<file path="src/inc/spd_pkg.sv">
// Shared types and constants of the servo panel status display
package spd_pkg;

    // Clock and message hold time
    localparam int          SPD_CLK_PERIOD_NS = 8;
    localparam int          SPD_MSG_TIME_MS   = 1000;
    localparam int          SPD_MSG_CYCLES    = SPD_MSG_TIME_MS * 1000000 / SPD_CLK_PERIOD_NS;

    // Converter geometry
    localparam int          SPD_BIN_W         = 32;
    localparam int          SPD_BCD_DIGITS    = 10;
    localparam logic [5:0]  SPD_CONV_STEPS    = 6'h20;

    // Segment bit order {dp,g,f,e,d,c,b,a}; display bytes run digit 4 (left) down to digit 0
    localparam int          SPD_DP_BIT        = 7;
    localparam int          SPD_VOLT_DP_DIGIT = 2;
    localparam logic [7:0]  SPD_SEG_BLANK     = 8'h00;
    localparam logic [7:0]  SPD_SEG_MINUS     = 8'h40;

    // Identifying symbols, index 15 first
    localparam logic [15:0][39:0] SPD_SYMBOL = {
        40'h0000000077, 40'h000000003E, 40'h000000001C, 40'h0000000071,
        40'h0000000050, 40'h0000397371, 40'h0000F9003F, 40'h003973B83F,
        40'h003973F63F, 40'h007173B83F, 40'h007173F63F, 40'h0000F90006,
        40'h003973B806, 40'h003973F606, 40'h007173B806, 40'h007173F606};

    // Write feedback messages
    localparam logic [39:0] SPD_MSG_DONE_SEG  = 40'h4079545E40;
    localparam logic [39:0] SPD_MSG_BUSY_SEG  = 40'h406D3F5440;
    localparam logic [39:0] SPD_MSG_RANGE_SEG = 40'h403F500040;

    typedef enum logic [3:0] {
        feedback_count_high_pre_scale  = 4'h0,
        feedback_count_low_pre_scale   = 4'h1,
        command_count_high_pre_scale   = 4'h2,
        command_count_low_pre_scale    = 4'h3,
        error_count_pre_scale          = 4'h4,
        feedback_count_high_post_scale = 4'h5,
        feedback_count_low_post_scale  = 4'h6,
        command_count_high_post_scale  = 4'h7,
        command_count_low_post_scale   = 4'h8,
        error_count_post_scale         = 4'h9,
        command_pulse_rate             = 4'hA,
        motor_speed                    = 4'hB,
        speed_analog_voltage           = 4'hC,
        speed_input_setting            = 4'hD,
        torque_analog_voltage          = 4'hE,
        auxiliary_status               = 4'hF
    } spd_item_t;

    localparam spd_item_t   SPD_ITEM_FIRST = feedback_count_high_pre_scale;
    localparam spd_item_t   SPD_ITEM_LAST  = auxiliary_status;

    typedef enum logic [1:0] {
        SPD_CM_POSITION = 2'h0,
        SPD_CM_SPEED    = 2'h1,
        SPD_CM_TORQUE   = 2'h2
    } spd_ctrl_mode_t;

    typedef enum logic [1:0] {
        SPD_MD_SYMBOL  = 2'h0,
        SPD_MD_VALUE   = 2'h1,
        SPD_MD_MESSAGE = 2'h2
    } spd_mode_t;

    typedef enum logic [1:0] {
        SPD_CL_LOW   = 2'h0,
        SPD_CL_HIGH  = 2'h1,
        SPD_CL_PLAIN = 2'h2,
        SPD_CL_VOLT  = 2'h3
    } spd_class_t;

    // Measured quantities; voltages in hundredths of a volt
    typedef struct packed {
        logic signed [31:0] fb_pre;
        logic signed [31:0] cmd_pre;
        logic signed [31:0] fb_post;
        logic signed [31:0] cmd_post;
        logic signed [31:0] err_pre;
        logic signed [31:0] err_post;
        logic signed [31:0] pulse_rate_khz;
        logic signed [31:0] speed_rpm;
        logic signed [31:0] speed_cmd_cv;
        logic signed [31:0] speed_lim_cv;
        logic signed [31:0] speed_cmd_rpm;
        logic signed [31:0] speed_lim_rpm;
        logic signed [31:0] analog_torque_limit_input;
        logic signed [31:0] torque_cmd_cv;
        logic signed [31:0] aux;
    } spd_status_t;

    typedef struct packed {
        logic signed [31:0] value;
        logic signed [31:0] low_limit;
        logic signed [31:0] high_limit;
        logic               hex_radix;
    } spd_param_req_t;

    typedef struct packed {
        logic [4:0][7:0] digit;
    } spd_disp_t;

    function automatic logic [7:0] spd_seg_digit(input logic [3:0] d);
        logic [7:0] s;
        case (d)
            4'h0:    s = 8'h3F;
            4'h1:    s = 8'h06;
            4'h2:    s = 8'h5B;
            4'h3:    s = 8'h4F;
            4'h4:    s = 8'h66;
            4'h5:    s = 8'h6D;
            4'h6:    s = 8'h7D;
            4'h7:    s = 8'h07;
            4'h8:    s = 8'h7F;
            4'h9:    s = 8'h6F;
            default: s = 8'h00;
        endcase
        return s;
    endfunction

endpackage

</file>
<file path="src/design/spd_bcd_conv.sv">
// Sequential binary to BCD converter (shift and add-three)
`timescale 1ns/100ps
module spd_bcd_conv
    import spd_pkg::*;
(
    input  wire logic                          clk_i,   // System clock
    input  wire logic                          rst_n_i, // Synchronised reset, active low
    input  wire logic                          start_i, // Begin conversion when idle
    input  wire logic [SPD_BIN_W-1:0]          bin_i,   // Unsigned magnitude
    output logic                               idle_o,  // Ready for start
    output logic                               done_o,  // One-cycle result strobe
    output logic [SPD_BCD_DIGITS*4-1:0]        bcd_o    // Ten BCD digits
);
    logic                          busy_q;
    logic [5:0]                    cnt_q;
    logic [SPD_BIN_W-1:0]          sh_q;
    logic [SPD_BCD_DIGITS*4-1:0]   bcd_q;
    logic [SPD_BCD_DIGITS*4-1:0]   adj;

    // Add three to every digit of five or more before the shift
    always_comb
    begin
        adj = bcd_q;
        for (int i = 0; i < SPD_BCD_DIGITS; i++)
        begin
            if (bcd_q[i*4+:4] > 4'h4)
            begin
                adj[i*4+:4] = bcd_q[i*4+:4] + 4'h3;
            end
        end
    end

    always_ff @(posedge clk_i or negedge rst_n_i)
    begin
        if (!rst_n_i)
        begin
            busy_q <= 1'b0;
            cnt_q  <= 6'h00;
            sh_q   <= '0;
            bcd_q  <= '0;
            done_o <= 1'b0;
        end
        else
        begin
            done_o <= 1'b0;
            if (start_i && !busy_q)
            begin
                busy_q <= 1'b1;
                cnt_q  <= SPD_CONV_STEPS;
                sh_q   <= bin_i;
                bcd_q  <= '0;
            end
            else if (busy_q)
            begin
                bcd_q <= {adj[SPD_BCD_DIGITS*4-2:0], sh_q[SPD_BIN_W-1]};
                sh_q  <= {sh_q[SPD_BIN_W-2:0], 1'b0};
                cnt_q <= cnt_q - 6'h01;
                if (cnt_q == 6'h01)
                begin
                    busy_q <= 1'b0;
                    done_o <= 1'b1;
                end
            end
        end
    end

    assign idle_o = !busy_q;
    assign bcd_o  = bcd_q;
endmodule

</file>
<file path="src/design/spd_status_display.sv">
// Front-panel status display formatter with parameter write feedback
`timescale 1ns/100ps
module spd_status_display
    import spd_pkg::*;
#(
    parameter int MSG_CYCLES = SPD_MSG_CYCLES
)
(
    input  wire logic                  clk_sys_i,             // 125 MHz system clock
    input  wire logic                  reset_n_i,             // Asynchronous reset, active low
    input  wire logic                  key_up_i,              // Up key level
    input  wire logic                  key_down_i,            // Down key level
    input  wire logic                  key_set_i,             // Set key level
    input  wire spd_pkg::spd_ctrl_mode_t control_mode_i,      // Drive control mode
    input  wire spd_pkg::spd_status_t  status_i,              // Measured quantities
    input  wire logic                  servo_enable_input_i,  // Servo-on input level
    input  wire logic                  param_wr_req_i,        // Parameter write request pulse
    input  wire spd_pkg::spd_param_req_t param_req_i,         // Write value and limits
    output spd_pkg::spd_disp_t         disp_o,                // Segment patterns
    output spd_pkg::spd_item_t         item_o,                // Selected item
    output spd_pkg::spd_mode_t         mode_o,                // Display mode
    output logic                       param_wr_o,            // Accepted write pulse
    output logic [31:0]                param_data_o           // Accepted write value
);
    import spd_pkg::*;

    logic                  rst_meta_q;
    logic                  rst_n_q;
    logic                  up_q;
    logic                  down_q;
    logic                  set_q;
    logic                  up_press;
    logic                  down_press;
    logic                  set_press;
    logic                  any_press;
    spd_item_t             item_q;
    spd_mode_t             mode_q;
    logic [39:0]           msg_seg_q;
    logic [31:0]           msg_cnt_q;
    logic signed [31:0]    src_val;
    spd_class_t            src_class;
    logic                  src_neg;
    logic [SPD_BIN_W-1:0]  src_mag;
    logic                  conv_idle;
    logic                  conv_done;
    logic [39:0]           conv_bcd;
    logic                  run_neg_q;
    spd_class_t            run_class_q;
    logic                  val_neg_q;
    spd_class_t            val_class_q;
    logic [39:0]           val_bcd_q;
    logic [19:0]           page;
    logic [39:0]           val_seg;
    logic                  range_bad;
    spd_disp_t             disp_d;

    // Reset release through two flip-flops
    always_ff @(posedge clk_sys_i or negedge reset_n_i)
    begin
        if (!reset_n_i)
        begin
            rst_meta_q <= 1'b0;
            rst_n_q    <= 1'b0;
        end
        else
        begin
            rst_meta_q <= 1'b1;
            rst_n_q    <= rst_meta_q;
        end
    end

    // Key edge detection
    always_ff @(posedge clk_sys_i or negedge rst_n_q)
    begin
        if (!rst_n_q)
        begin
            up_q   <= 1'b0;
            down_q <= 1'b0;
            set_q  <= 1'b0;
        end
        else
        begin
            up_q   <= key_up_i;
            down_q <= key_down_i;
            set_q  <= key_set_i;
        end
    end

    assign up_press   = key_up_i && !up_q;
    assign down_press = key_down_i && !down_q;
    assign set_press  = key_set_i && !set_q;
    assign any_press  = up_press || down_press || set_press;

    always_ff @(posedge clk_sys_i or negedge rst_n_q)
    begin
        if (!rst_n_q)
        begin
            item_q <= SPD_ITEM_FIRST;
        end
        else if (up_press && !down_press)
        begin
            item_q <= (item_q == SPD_ITEM_LAST) ? SPD_ITEM_FIRST : spd_item_t'(item_q + 4'h1);
        end
        else if (down_press && !up_press)
        begin
            item_q <= (item_q == SPD_ITEM_FIRST) ? SPD_ITEM_LAST : spd_item_t'(item_q - 4'h1);
        end
    end

    // Range check against the parameter's own limits
    always_comb
    begin
        if (param_req_i.hex_radix)
        begin
            range_bad = ($unsigned(param_req_i.value) < $unsigned(param_req_i.low_limit)) ||
                        ($unsigned(param_req_i.value) > $unsigned(param_req_i.high_limit));
        end
        else
        begin
            range_bad = (param_req_i.value < param_req_i.low_limit) ||
                        (param_req_i.value > param_req_i.high_limit);
        end
    end

    // Display mode and write feedback
    always_ff @(posedge clk_sys_i or negedge rst_n_q)
    begin
        if (!rst_n_q)
        begin
            mode_q       <= SPD_MD_SYMBOL;
            msg_seg_q    <= '0;
            msg_cnt_q    <= 32'h0;
            param_wr_o   <= 1'b0;
            param_data_o <= 32'h0;
        end
        else
        begin
            param_wr_o <= 1'b0;
            if (param_wr_req_i)
            begin
                mode_q    <= SPD_MD_MESSAGE;
                msg_cnt_q <= MSG_CYCLES[31:0];
                if (servo_enable_input_i)
                begin
                    msg_seg_q <= SPD_MSG_BUSY_SEG;
                end
                else if (range_bad)
                begin
                    msg_seg_q <= SPD_MSG_RANGE_SEG;
                end
                else
                begin
                    msg_seg_q    <= SPD_MSG_DONE_SEG;
                    param_wr_o   <= 1'b1;
                    param_data_o <= param_req_i.value;
                end
            end
            else
            begin
                case (mode_q)
                    SPD_MD_SYMBOL:
                    begin
                        if (set_press && !up_press && !down_press)
                        begin
                            mode_q <= SPD_MD_VALUE;
                        end
                    end
                    SPD_MD_VALUE:
                    begin
                        if (up_press || down_press)
                        begin
                            mode_q <= SPD_MD_SYMBOL;
                        end
                    end
                    SPD_MD_MESSAGE:
                    begin
                        if (any_press || msg_cnt_q <= 32'h1)
                        begin
                            mode_q <= SPD_MD_SYMBOL;
                        end
                        msg_cnt_q <= msg_cnt_q - 32'h1;
                    end
                    default:
                    begin
                        mode_q <= SPD_MD_SYMBOL;
                    end
                endcase
            end
        end
    end

    // Source selection per item
    always_comb
    begin
        src_class = SPD_CL_PLAIN;
        case (item_q)
            feedback_count_high_pre_scale:  begin src_val = status_i.fb_pre;   src_class = SPD_CL_HIGH; end
            command_count_high_pre_scale:   begin src_val = status_i.cmd_pre;  src_class = SPD_CL_HIGH; end
            feedback_count_high_post_scale: begin src_val = status_i.fb_post;  src_class = SPD_CL_HIGH; end
            command_count_high_post_scale:  begin src_val = status_i.cmd_post; src_class = SPD_CL_HIGH; end
            feedback_count_low_pre_scale:   begin src_val = status_i.fb_pre;   src_class = SPD_CL_LOW;  end
            command_count_low_pre_scale:    begin src_val = status_i.cmd_pre;  src_class = SPD_CL_LOW;  end
            feedback_count_low_post_scale:  begin src_val = status_i.fb_post;  src_class = SPD_CL_LOW;  end
            command_count_low_post_scale:   begin src_val = status_i.cmd_post; src_class = SPD_CL_LOW;  end
            error_count_pre_scale:          begin src_val = status_i.err_pre;  src_class = SPD_CL_LOW;  end
            error_count_post_scale:         begin src_val = status_i.err_post; src_class = SPD_CL_LOW;  end
            command_pulse_rate:             src_val = status_i.pulse_rate_khz;
            motor_speed:                    src_val = status_i.speed_rpm;
            speed_analog_voltage:
            begin
                src_val   = (control_mode_i == SPD_CM_TORQUE) ? status_i.speed_lim_cv : status_i.speed_cmd_cv;
                src_class = SPD_CL_VOLT;
            end
            speed_input_setting:
            begin
                src_val = (control_mode_i == SPD_CM_TORQUE) ? status_i.speed_lim_rpm : status_i.speed_cmd_rpm;
            end
            torque_analog_voltage:
            begin
                src_class = SPD_CL_VOLT;
                if (control_mode_i == SPD_CM_TORQUE)
                begin
                    src_val = status_i.torque_cmd_cv;
                end
                else
                begin
                    src_val = status_i.analog_torque_limit_input[31] ? 32'sh0 : status_i.analog_torque_limit_input;
                end
            end
            default:                        src_val = status_i.aux;
        endcase
    end

    assign src_neg = src_val[31];
    assign src_mag = src_neg ? (32'h0 - $unsigned(src_val)) : $unsigned(src_val);

    spd_bcd_conv u_bcd_conv (
        .clk_i   (clk_sys_i),
        .rst_n_i (rst_n_q),
        .start_i (conv_idle),
        .bin_i   (src_mag),
        .idle_o  (conv_idle),
        .done_o  (conv_done),
        .bcd_o   (conv_bcd)
    );

    // Continuous refresh of the shown value
    always_ff @(posedge clk_sys_i or negedge rst_n_q)
    begin
        if (!rst_n_q)
        begin
            run_neg_q   <= 1'b0;
            run_class_q <= SPD_CL_PLAIN;
            val_neg_q   <= 1'b0;
            val_class_q <= SPD_CL_PLAIN;
            val_bcd_q   <= '0;
        end
        else
        begin
            if (conv_idle)
            begin
                run_neg_q   <= src_neg;
                run_class_q <= src_class;
            end
            if (conv_done)
            begin
                val_neg_q   <= run_neg_q;
                val_class_q <= run_class_q;
                val_bcd_q   <= conv_bcd;
            end
        end
    end

    // pick high or low digit page
    assign page = (val_class_q == SPD_CL_HIGH) ? val_bcd_q[39:20] : val_bcd_q[19:0];

    // Digit rendering with blanking and sign
    always_comb
    begin
        logic lead;
        lead    = 1'b1;
        val_seg = '0;
        for (int i = 4; i >= 0; i--)
        begin
            if (page[i*4+:4] != 4'h0 || i == 0 || (val_class_q == SPD_CL_VOLT && i <= SPD_VOLT_DP_DIGIT))
            begin
                lead = 1'b0;
            end
            val_seg[i*8+:8] = lead ? SPD_SEG_BLANK : spd_seg_digit(page[i*4+:4]);
        end
        if (val_class_q == SPD_CL_VOLT)
        begin
            val_seg[SPD_VOLT_DP_DIGIT*8+SPD_DP_BIT] = 1'b1;
        end
        if (val_neg_q)
        begin
            if (page[19:16] != 4'h0)
            begin
                for (int i = 0; i < 5; i++)
                begin
                    val_seg[i*8+SPD_DP_BIT] = 1'b1;
                end
            end
            else
            begin
                val_seg[39:32] = SPD_SEG_MINUS;
            end
        end
    end

    always_comb
    begin
        case (mode_q)
            SPD_MD_SYMBOL:  disp_d.digit = SPD_SYMBOL[item_q];
            // value on up to five digits
            SPD_MD_VALUE:   disp_d.digit = val_seg;
            SPD_MD_MESSAGE: disp_d.digit = msg_seg_q;
            default:        disp_d.digit = '0;
        endcase
    end

    always_ff @(posedge clk_sys_i or negedge rst_n_q)
    begin
        if (!rst_n_q)
        begin
            disp_o <= '0;
            item_o <= SPD_ITEM_FIRST;
            mode_o <= SPD_MD_SYMBOL;
        end
        else
        begin
            disp_o <= disp_d;
            item_o <= item_q;
            mode_o <= mode_q;
        end
    end
endmodule

</file>
<file path="config.mk">
export PLATFORM = sky130hd
export DESIGN_NAME = spd_status_display
export DESIGN_NICKNAME = d
export VERILOG_FILES = /design/src/inc/spd_pkg.sv /design/src/design/spd_bcd_conv.sv /design/src/design/spd_status_display.sv
export SDC_FILE = /design/constraint.sdc
export NUM_CORES = 1
export LEC_CHECK = 0
export BUFFER_PORTS_ARGS = -buffer_cell sky130_fd_sc_hd__buf_4
export CORE_AREA = 3 3 260 262
export DETAILED_ROUTE_END_ITERATION = 8
export DIE_AREA = 0 0 263 265
export PLACE_DENSITY = 0.52
export SLEW_MARGIN = 20
export SYNTH_ARGS = -nofsm -noshare
export SYNTH_HDL_FRONTEND = slang
export SYNTH_HIERARCHICAL = 1
export SYNTH_SLANG_ARGS = --single-unit
</file>
<file path="constraint.sdc">
create_clock -name clk_sys_i -period 9.1 [get_ports clk_sys_i]
set_input_delay 1.365 -clock clk_sys_i [delete_from_list [all_inputs] [get_ports clk_sys_i]]
set_output_delay 1.365 -clock clk_sys_i [all_outputs]
set_load 0.02 [all_outputs]
</file>
# [Word-level counts from Yosys, hierarchy flattened]
# Memories as Yosys holds them, arrays and structs flattened.
# Index checks and enable logic that the tools add are counted.
[classes] addsub=15 order_cmp=16 n_eq_ne=24 muxes=63 bitwise=2 n_reduce_logical=36
[ops] cell="$pmux W32 S11" count=1
[ops] cell="$mux W32" count=7
[ops] cell="$pmux W40 S3" count=1
[ops] cell="$mux W31" count=3
[ops] cell="$mux W40" count=2
[ops] cell="$gt A32 B32 Y1" count=2
[ops] cell="$lt A32 B32 Y1" count=2
[ops] cell="$mux W4" count=13
[ops] cell="$gt A4 B3 Y1 const B" count=10
[ops] cell="$add A4 B2 Y4 const B" count=9
[ops] cell="$eq A4 B4 Y1 const B" count=8
[ops] cell="$le A32 B1 Y1 const B" count=1
[ops] cell="$mux W8" count=4
[ops] cell="$sub A1 B32 Y32 const A" count=1
[ops] cell="$sub A32 B1 Y32 const B" count=1
[ops] cell="$mux W1" count=21
[ops] cell="$mux W20" count=1
[ops] cell="$eq A4 B3 Y1 const B" count=4
[ops] cell="$reduce_bool A4 Y1" count=4
[ops] cell="$pmux W2 S3" count=2
[ops] cell="$reduce_or A2 Y1" count=5
[ops] cell="$mux W9" count=1
[ops] cell="$ne A3 B3 Y1 const B" count=3
[ops] cell="$eq A4 B2 Y1 const B" count=2
[ops] cell="23 further kinds" count=48
[word_totals] ff_bits=288 rom_bits=1200 input_bits=586 output_inout_bits=79 mem_count=6
[mem_list] name="(name not given)" words=16 word_bits=40 rd=1 rd_ports_with_merged_regs=0 wr=0 line="spd_status_display.sv:314" rtl="SPD_MD_SYMBOL: disp_d.digit = SPD_SYMBOL[item_q];"
[mem_list] name="(name not given)" words=16 word_bits=7 rd=1 rd_ports_with_merged_regs=0 wr=0 line="spd_pkg.sv:105" rtl="case (d)"
[mem_list] name="(name not given)" words=16 word_bits=7 rd=1 rd_ports_with_merged_regs=0 wr=0 line="spd_pkg.sv:105"
[mem_list] name="(name not given)" words=16 word_bits=7 rd=1 rd_ports_with_merged_regs=0 wr=0 line="spd_pkg.sv:105"
[mem_list] name="(name not given)" words=16 word_bits=7 rd=1 rd_ports_with_merged_regs=0 wr=0 line="spd_pkg.sv:105"
[mem_list] name="(name not given)" words=16 word_bits=7 rd=1 rd_ports_with_merged_regs=0 wr=0 line="spd_pkg.sv:105"

# [Logic depth before layout (Yosys ltp)]
[logic_depth] depth_word=11 depth_mapped=19 mapped_depth_nobuf=15

# [By module]
# The synthesis kept the hierarchy.
[by_module_without_submodules] mod="spd_status_display" n_inst=1 cells_per_inst=1658 area_each_um2=14300.0
[by_module_without_submodules] mod="spd_bcd_conv" n_inst=1 cells_per_inst=426 area_each_um2=4119.0

# [Worst setup path before layout]
# No wires, ideal clock.
[synth_timing] path_kind="input-to-reg" start="input control_mode_i[1]" end="register u_bcd_conv.sh_q[16]" setup_time_ns=0.133 arrival_time_ns=4.110 setup_slack_ns=4.857 cell_stages=15 n_path_buf=6 cell_sequence="nor2b_1 -> buf_2 -> buf_2 -> buf_2 -> buf_2 -> buf_2 -> mux2i_1 -> o22a_1 -> nand4_1 -> o21ai_1 -> clkbuf_1 -> a21oi_1 -> xor2_1 -> mux2i_1 -> o21ai_0"
[synth_via] elab_chain_len=6 elab_cells_between_ends=8 cone_classes="add/sub: 1; eq/ne: 1; mux: 6"
[synth_rtl] element="from (decl)" line="spd_status_display.sv:14" rtl="input wire spd_pkg::spd_ctrl_mode_t control_mode_i,"
[synth_rtl] element="$eq A2 B2 Y1 (*)" line="spd_status_display.sv:211, spd_status_display.sv:216, spd_status_display.sv:221"
[synth_rtl] element="$mux W32, on equally long branches" line="spd_status_display.sv:221, spd_status_display.sv:211, spd_status_display.sv:216"
[synth_rtl] element="$pmux W32 S11 (*)" line="spd_status_display.sv:196" rtl="case (item_q)"
[synth_rtl] element="$sub A1 B32 Y32" line="spd_status_display.sv:235" rtl="assign src_mag = src_neg ? (32'h0 - $unsigned(src_val)) : $unsigned(src_val);"
[synth_rtl] element="$mux W32 (*)" line="spd_status_display.sv:235"
[synth_rtl] element="via src_mag[16]" line="spd_status_display.sv:43" rtl="logic [SPD_BIN_W-1:0] src_mag;"
[synth_rtl] element="$mux W32 (*)" line="spd_bcd_conv.sv:46" rtl="if (start_i && !busy_q)"
[synth_rtl] element="to (signal assigned)" line="spd_bcd_conv.sv:50" rtl="sh_q <= bin_i;"
[synth_rtl] element="to (signal assigned)" line="spd_bcd_conv.sv:56" rtl="sh_q <= {sh_q[SPD_BIN_W-2:0], 1'b0};"
[synth_rtl] element="to (decl)" line="spd_bcd_conv.sv:16" rtl="logic [SPD_BIN_W-1:0] sh_q;"
# The timed path passes the listed nets; every way through them passes the cells marked *.
# A chain may end at the register's enable or synchronous reset.

# [Worst setup path in the final report]
[layout_timing] start="register item_q[1]" end="register u_bcd_conv.sh_q[30]"
[layout_via] elab_chain_len=6 elab_cells_between_ends=23 cone_classes="add/sub: 1; eq/ne: 14; mux: 3; reduce/logical: 5"
[layout_rtl] element="from (decl)" line="spd_status_display.sv:36" rtl="spd_item_t item_q;"
[layout_rtl] element="from (signal assigned)" line="spd_status_display.sv:102" rtl="item_q <= (item_q == SPD_ITEM_LAST) ? SPD_ITEM_FIRST : spd_item_t'(item_q + 4'h1);"
[layout_rtl] element="from (signal assigned)" line="spd_status_display.sv:106" rtl="item_q <= (item_q == SPD_ITEM_FIRST) ? SPD_ITEM_LAST : spd_item_t'(item_q - 4'h1);"
[layout_rtl] element="$eq A4 B4 Y1 (tied with other cells)" line="spd_status_display.sv:196"
[layout_rtl] element="$reduce_or A2 Y1 (no source line)"
[layout_rtl] element="$pmux W32 S11 (*)" line="spd_status_display.sv:196"
[layout_rtl] element="$sub A1 B32 Y32" line="spd_status_display.sv:235"
[layout_rtl] element="$mux W32 (*)" line="spd_status_display.sv:235"
[layout_rtl] element="via src_mag[30]" line="spd_status_display.sv:43"
[layout_rtl] element="$mux W32 (*)" line="spd_bcd_conv.sv:46"
# Marks and branches as above.

==> results by group <==
Global route
  • GRT overflow: 0
  • First-pass GRT wire length: 132000 um
  • Tot GR Track Use: 0.252
  • Initial antenna violation count: 28
  • Vias in the first global route: 19400
  • Largest net degree at the start of global routing: roughly 170

Critical path
  • Crit-path max FO: 38
  • Reg-to-reg endpoint: u_bcd_conv/sh_q[30]
  • R2R cell count: 14
  • Worst EP arrival: between 5 and 6 ns
  • CP startpoint kind: register
  • Setup CP Type: reg -> reg
  • Reg2reg start: item_q[1]
  • Worst Path Required: 9.52 ns
  • Flop2flop setup slack: 3.76 ns
  • Crit. End Element: register

Pwr
  • Sw frac: 0.464
  • Power Total: 6.72 mW
  • Leakage power: approximately 12 nW
  • Power Internal: between 3 and 4 mW
  • Sw power: between 3 and 4 mW
  • Flop pwr share: 0.241
  • Clock network fraction of total power: 0.180
  • Gate power share: 0.580
  • Maximum vdd drop: 169 uV
  • PwrDens: 266 nW/um2

Yosys
  • Count leader, synth: dfrtp_1
  • Share of the synthesized area in the top cell type: 0.341
  • Yosys reg bits: 253
  • Main synth FF type: dfrtp_1
  • Post-Synthesis Net Count: 2788
  • Async set-reset flop share out of synthesis: 1.00
  • Synthesis Warnings: 6
  • Post-synthesis cell area: 18400 um2
  • Synth top cells by count: dfrtp_1 (251), nand2_1 (220), o21ai_0 (133)
  • Sequential share of the synthesized area: 0.344
  • Syn Inst Count: around 2100
  • Dominant cells by area after synthesis: dfrtp_1 (34%), ha_1 (8.0%), mux2i_1 (5.7%)
  • Mean area per synthesized cell: just under 9 um2
  • Post-synth top area cell: dfrtp_1
  • EDFF count, synth: 0
  • Netlist cell types: 82

Route
  • Via Count: 19500
  • WL per Instance: 26.0 um
  • Met3 wire len: 9480 um
  • Met1 Wirelength: approximately 39000 um
  • First DRT Iteration DRCs: a little under 2000
  • DR vias/cell: around 5.5
  • Post-route DRC: 0
  • Met2 WL: between 40000 and 50000 um
  • DRT Pass-1 Iters: 7
  • Routed WL: 93300 um
  • DR top layer: met5
  • DRT antenna net count: 0

Timing
  • Final hold vios: 0
  • RSZ-0062 raised after global routing: no
  • Worst slew pin tran: 1.19 ns
  • Final period utilization: 0.587
  • Slew HR: 0.208
  • Fin Clk Skew: 0.0147 ns
  • Slew Viols, Final: 0
  • Setup_tns: 0 ns
  • Fin crit period: 5.34 ns
  • Fmax: 0.187 GHz
  • Setup violators final: 0

Hold path
  • Worst Hold Class: reg -> async

Placement
  • Detailed placement HPWL: around 75000 um
  • Port Buffers: 664
  • Final Wtd Congestion: 1.02

Finish
  • Final nets: 3384
  • Fill cell total of the finished layout: 6753
  • Area Growth Syn to Fin: 37.2%
  • Layout cells sized above 1: 0.327

Clock network
  • Clk root buf: clkbuf_16
  • PostCTS Resize Cnt: 0
  • Clk_lat worst skew: between 0.5 and 0.6 ns
  • H-tree Lvls: 1
  • Clock sinks: 253
  • Clock Tree Buf Depth: 3
  • CTS tree: yes
  • Post-CTS Hold Buffers: 0
  • Post-CTS Setup Inserts: 0
  • CTS clock-pin slew for the worst setup and hold paths: roughly 0.060 ns
  • Total CTS buffers: 30

Die
  • Die height: 265 um
  • Starting density of the core: 0.281
  • # IOs: 665
  • Num rows: 94
  • Die X: 263 um
  • DIE AREA: 69700 um2
  • Core Box Area: roughly 66000 um2

Outcome
  • Status: complete, no violations

Flow run
  • Max cap viols: 0
[registers in the layout (all words and copies together), names as in the netlist, 6 cells and up]
name              count
u_bcd_conv/cnt_q      6
u_bcd_conv/bcd_o     40
disp_o               38
param_data_o         32
msg_seg_q             7
u_bcd_conv/sh_q      32
val_bcd_q            40
msg_cnt_q            32
[cell families (layout without fill, tap and decap cells)]
family,after synthesis,in the layout,share of synthesized area
buffers and inverters,258,875,0.0560
AO/OA/AOI/OAI,568,568,0.210
other,1,20,0.000204
AND/OR/NAND/NOR,638,638,0.173
adder cells (fa/ha/maj),118,118,0.0802
XOR/XNOR,56,56,0.0266
flip-flops,253,253,0.344
multiplexers,192,192,0.110
[metrics by stage]
stage	worst slack (ns)	hold WS, ns	area, um2	util	cells
floorplan	1.53	0.331	18400	-	2084
global placement	3.49	0.325	24200	0.369	3512
detailed placement	3.41	0.326	24200	0.369	3512
CTS	3.93	0.322	25200	0.384	3565
global route	3.53	0.343	25300	0.385	3575
finish	3.76	0.307	25300	0.385	3584
[power groups by stage]
| stage | sequential, mW | combinational [mW] | clock, mW |
|---|---|---|---|
| after floorplan | 1.69 | 2.31 | 0 |
| after global placement | 1.63 | 3.75 | 0 |
| after detailed placement | 1.63 | 3.80 | 0 |
| after CTS | 1.62 | 3.82 | 1.25 |
| after global routing | 1.65 | 4.18 | 1.30 |
| final | 1.62 | 3.89 | 1.21 |
[placed cells by master (no fill, tap or decap), types with 20 or more instances in the layout]
master,n
buf_4,697
dfrtp_1,247
nand2_1,220
o21ai_0,133
inv_1,123
ha_1,115
nor2_1,111
a21oi_1,107
mux2i_1,104
mux2_2,88
nand3_1,71
nor3_1,37
o22ai_1,37
xnor2_1,33
a31oi_1,30
a22o_1,30
clkbuf_16,30
a221oi_1,28
nor2b_1,23
or3_1,23
xor2_1,23
and3_1,21
a32oi_1,20
[layout make-up]
type	instances	area, um2	share of cell area
Tap cell	864	1080	0.0428
Antenna cell	19	47.5	0.00188
Clock inverter	16	171	0.00678
Timing Repair Buffer	698	5250	0.208
Inverter	124	467	0.0185
Sequential cell	253	6340	0.251
Clock buffer	37	817	0.0323
Multi-Input combinational cell	1573	11100	0.439
[routing by layer]
metal / up-vias / global-route usage
li1: 8909 / -
met1: 9530 / 0.333
met2: 931 / 0.394
met3: 148 / 0.0851
met4: 16 / 0.0708
met5: - / 0
[worst max-delay path by stage]
stage                            startpoint             endpoint  cells past startpoint
after floorplan                     rst_n_q            disp_o[0]                      0
after global placement    control_mode_i[1]  u_bcd_conv/sh_q[30]                     13
after detailed placement  control_mode_i[1]  u_bcd_conv/sh_q[30]                     13
after CTS                         item_q[1]  u_bcd_conv/sh_q[30]                     14
after global routing              item_q[1]  u_bcd_conv/sh_q[30]                     15
final                             item_q[1]  u_bcd_conv/sh_q[30]                     14
[worst max-delay path, cell delays in order, from the launching register on]
cell	delay [ns]
dfrtp_1	0.49
inv_1	0.19
ha_2	0.21
buf_4	0.27
or2_0	0.28
buf_4	0.21
and2_1	0.58
a221oi_1	0.89
a31oi_1	0.34
nor4_1	0.66
and4_1	0.43
a41oi_1	0.16
xor2_1	0.19
mux2i_1	0.15
o21ai_0	0.09
Note: power is estimated with default switching activity, not from simulation.
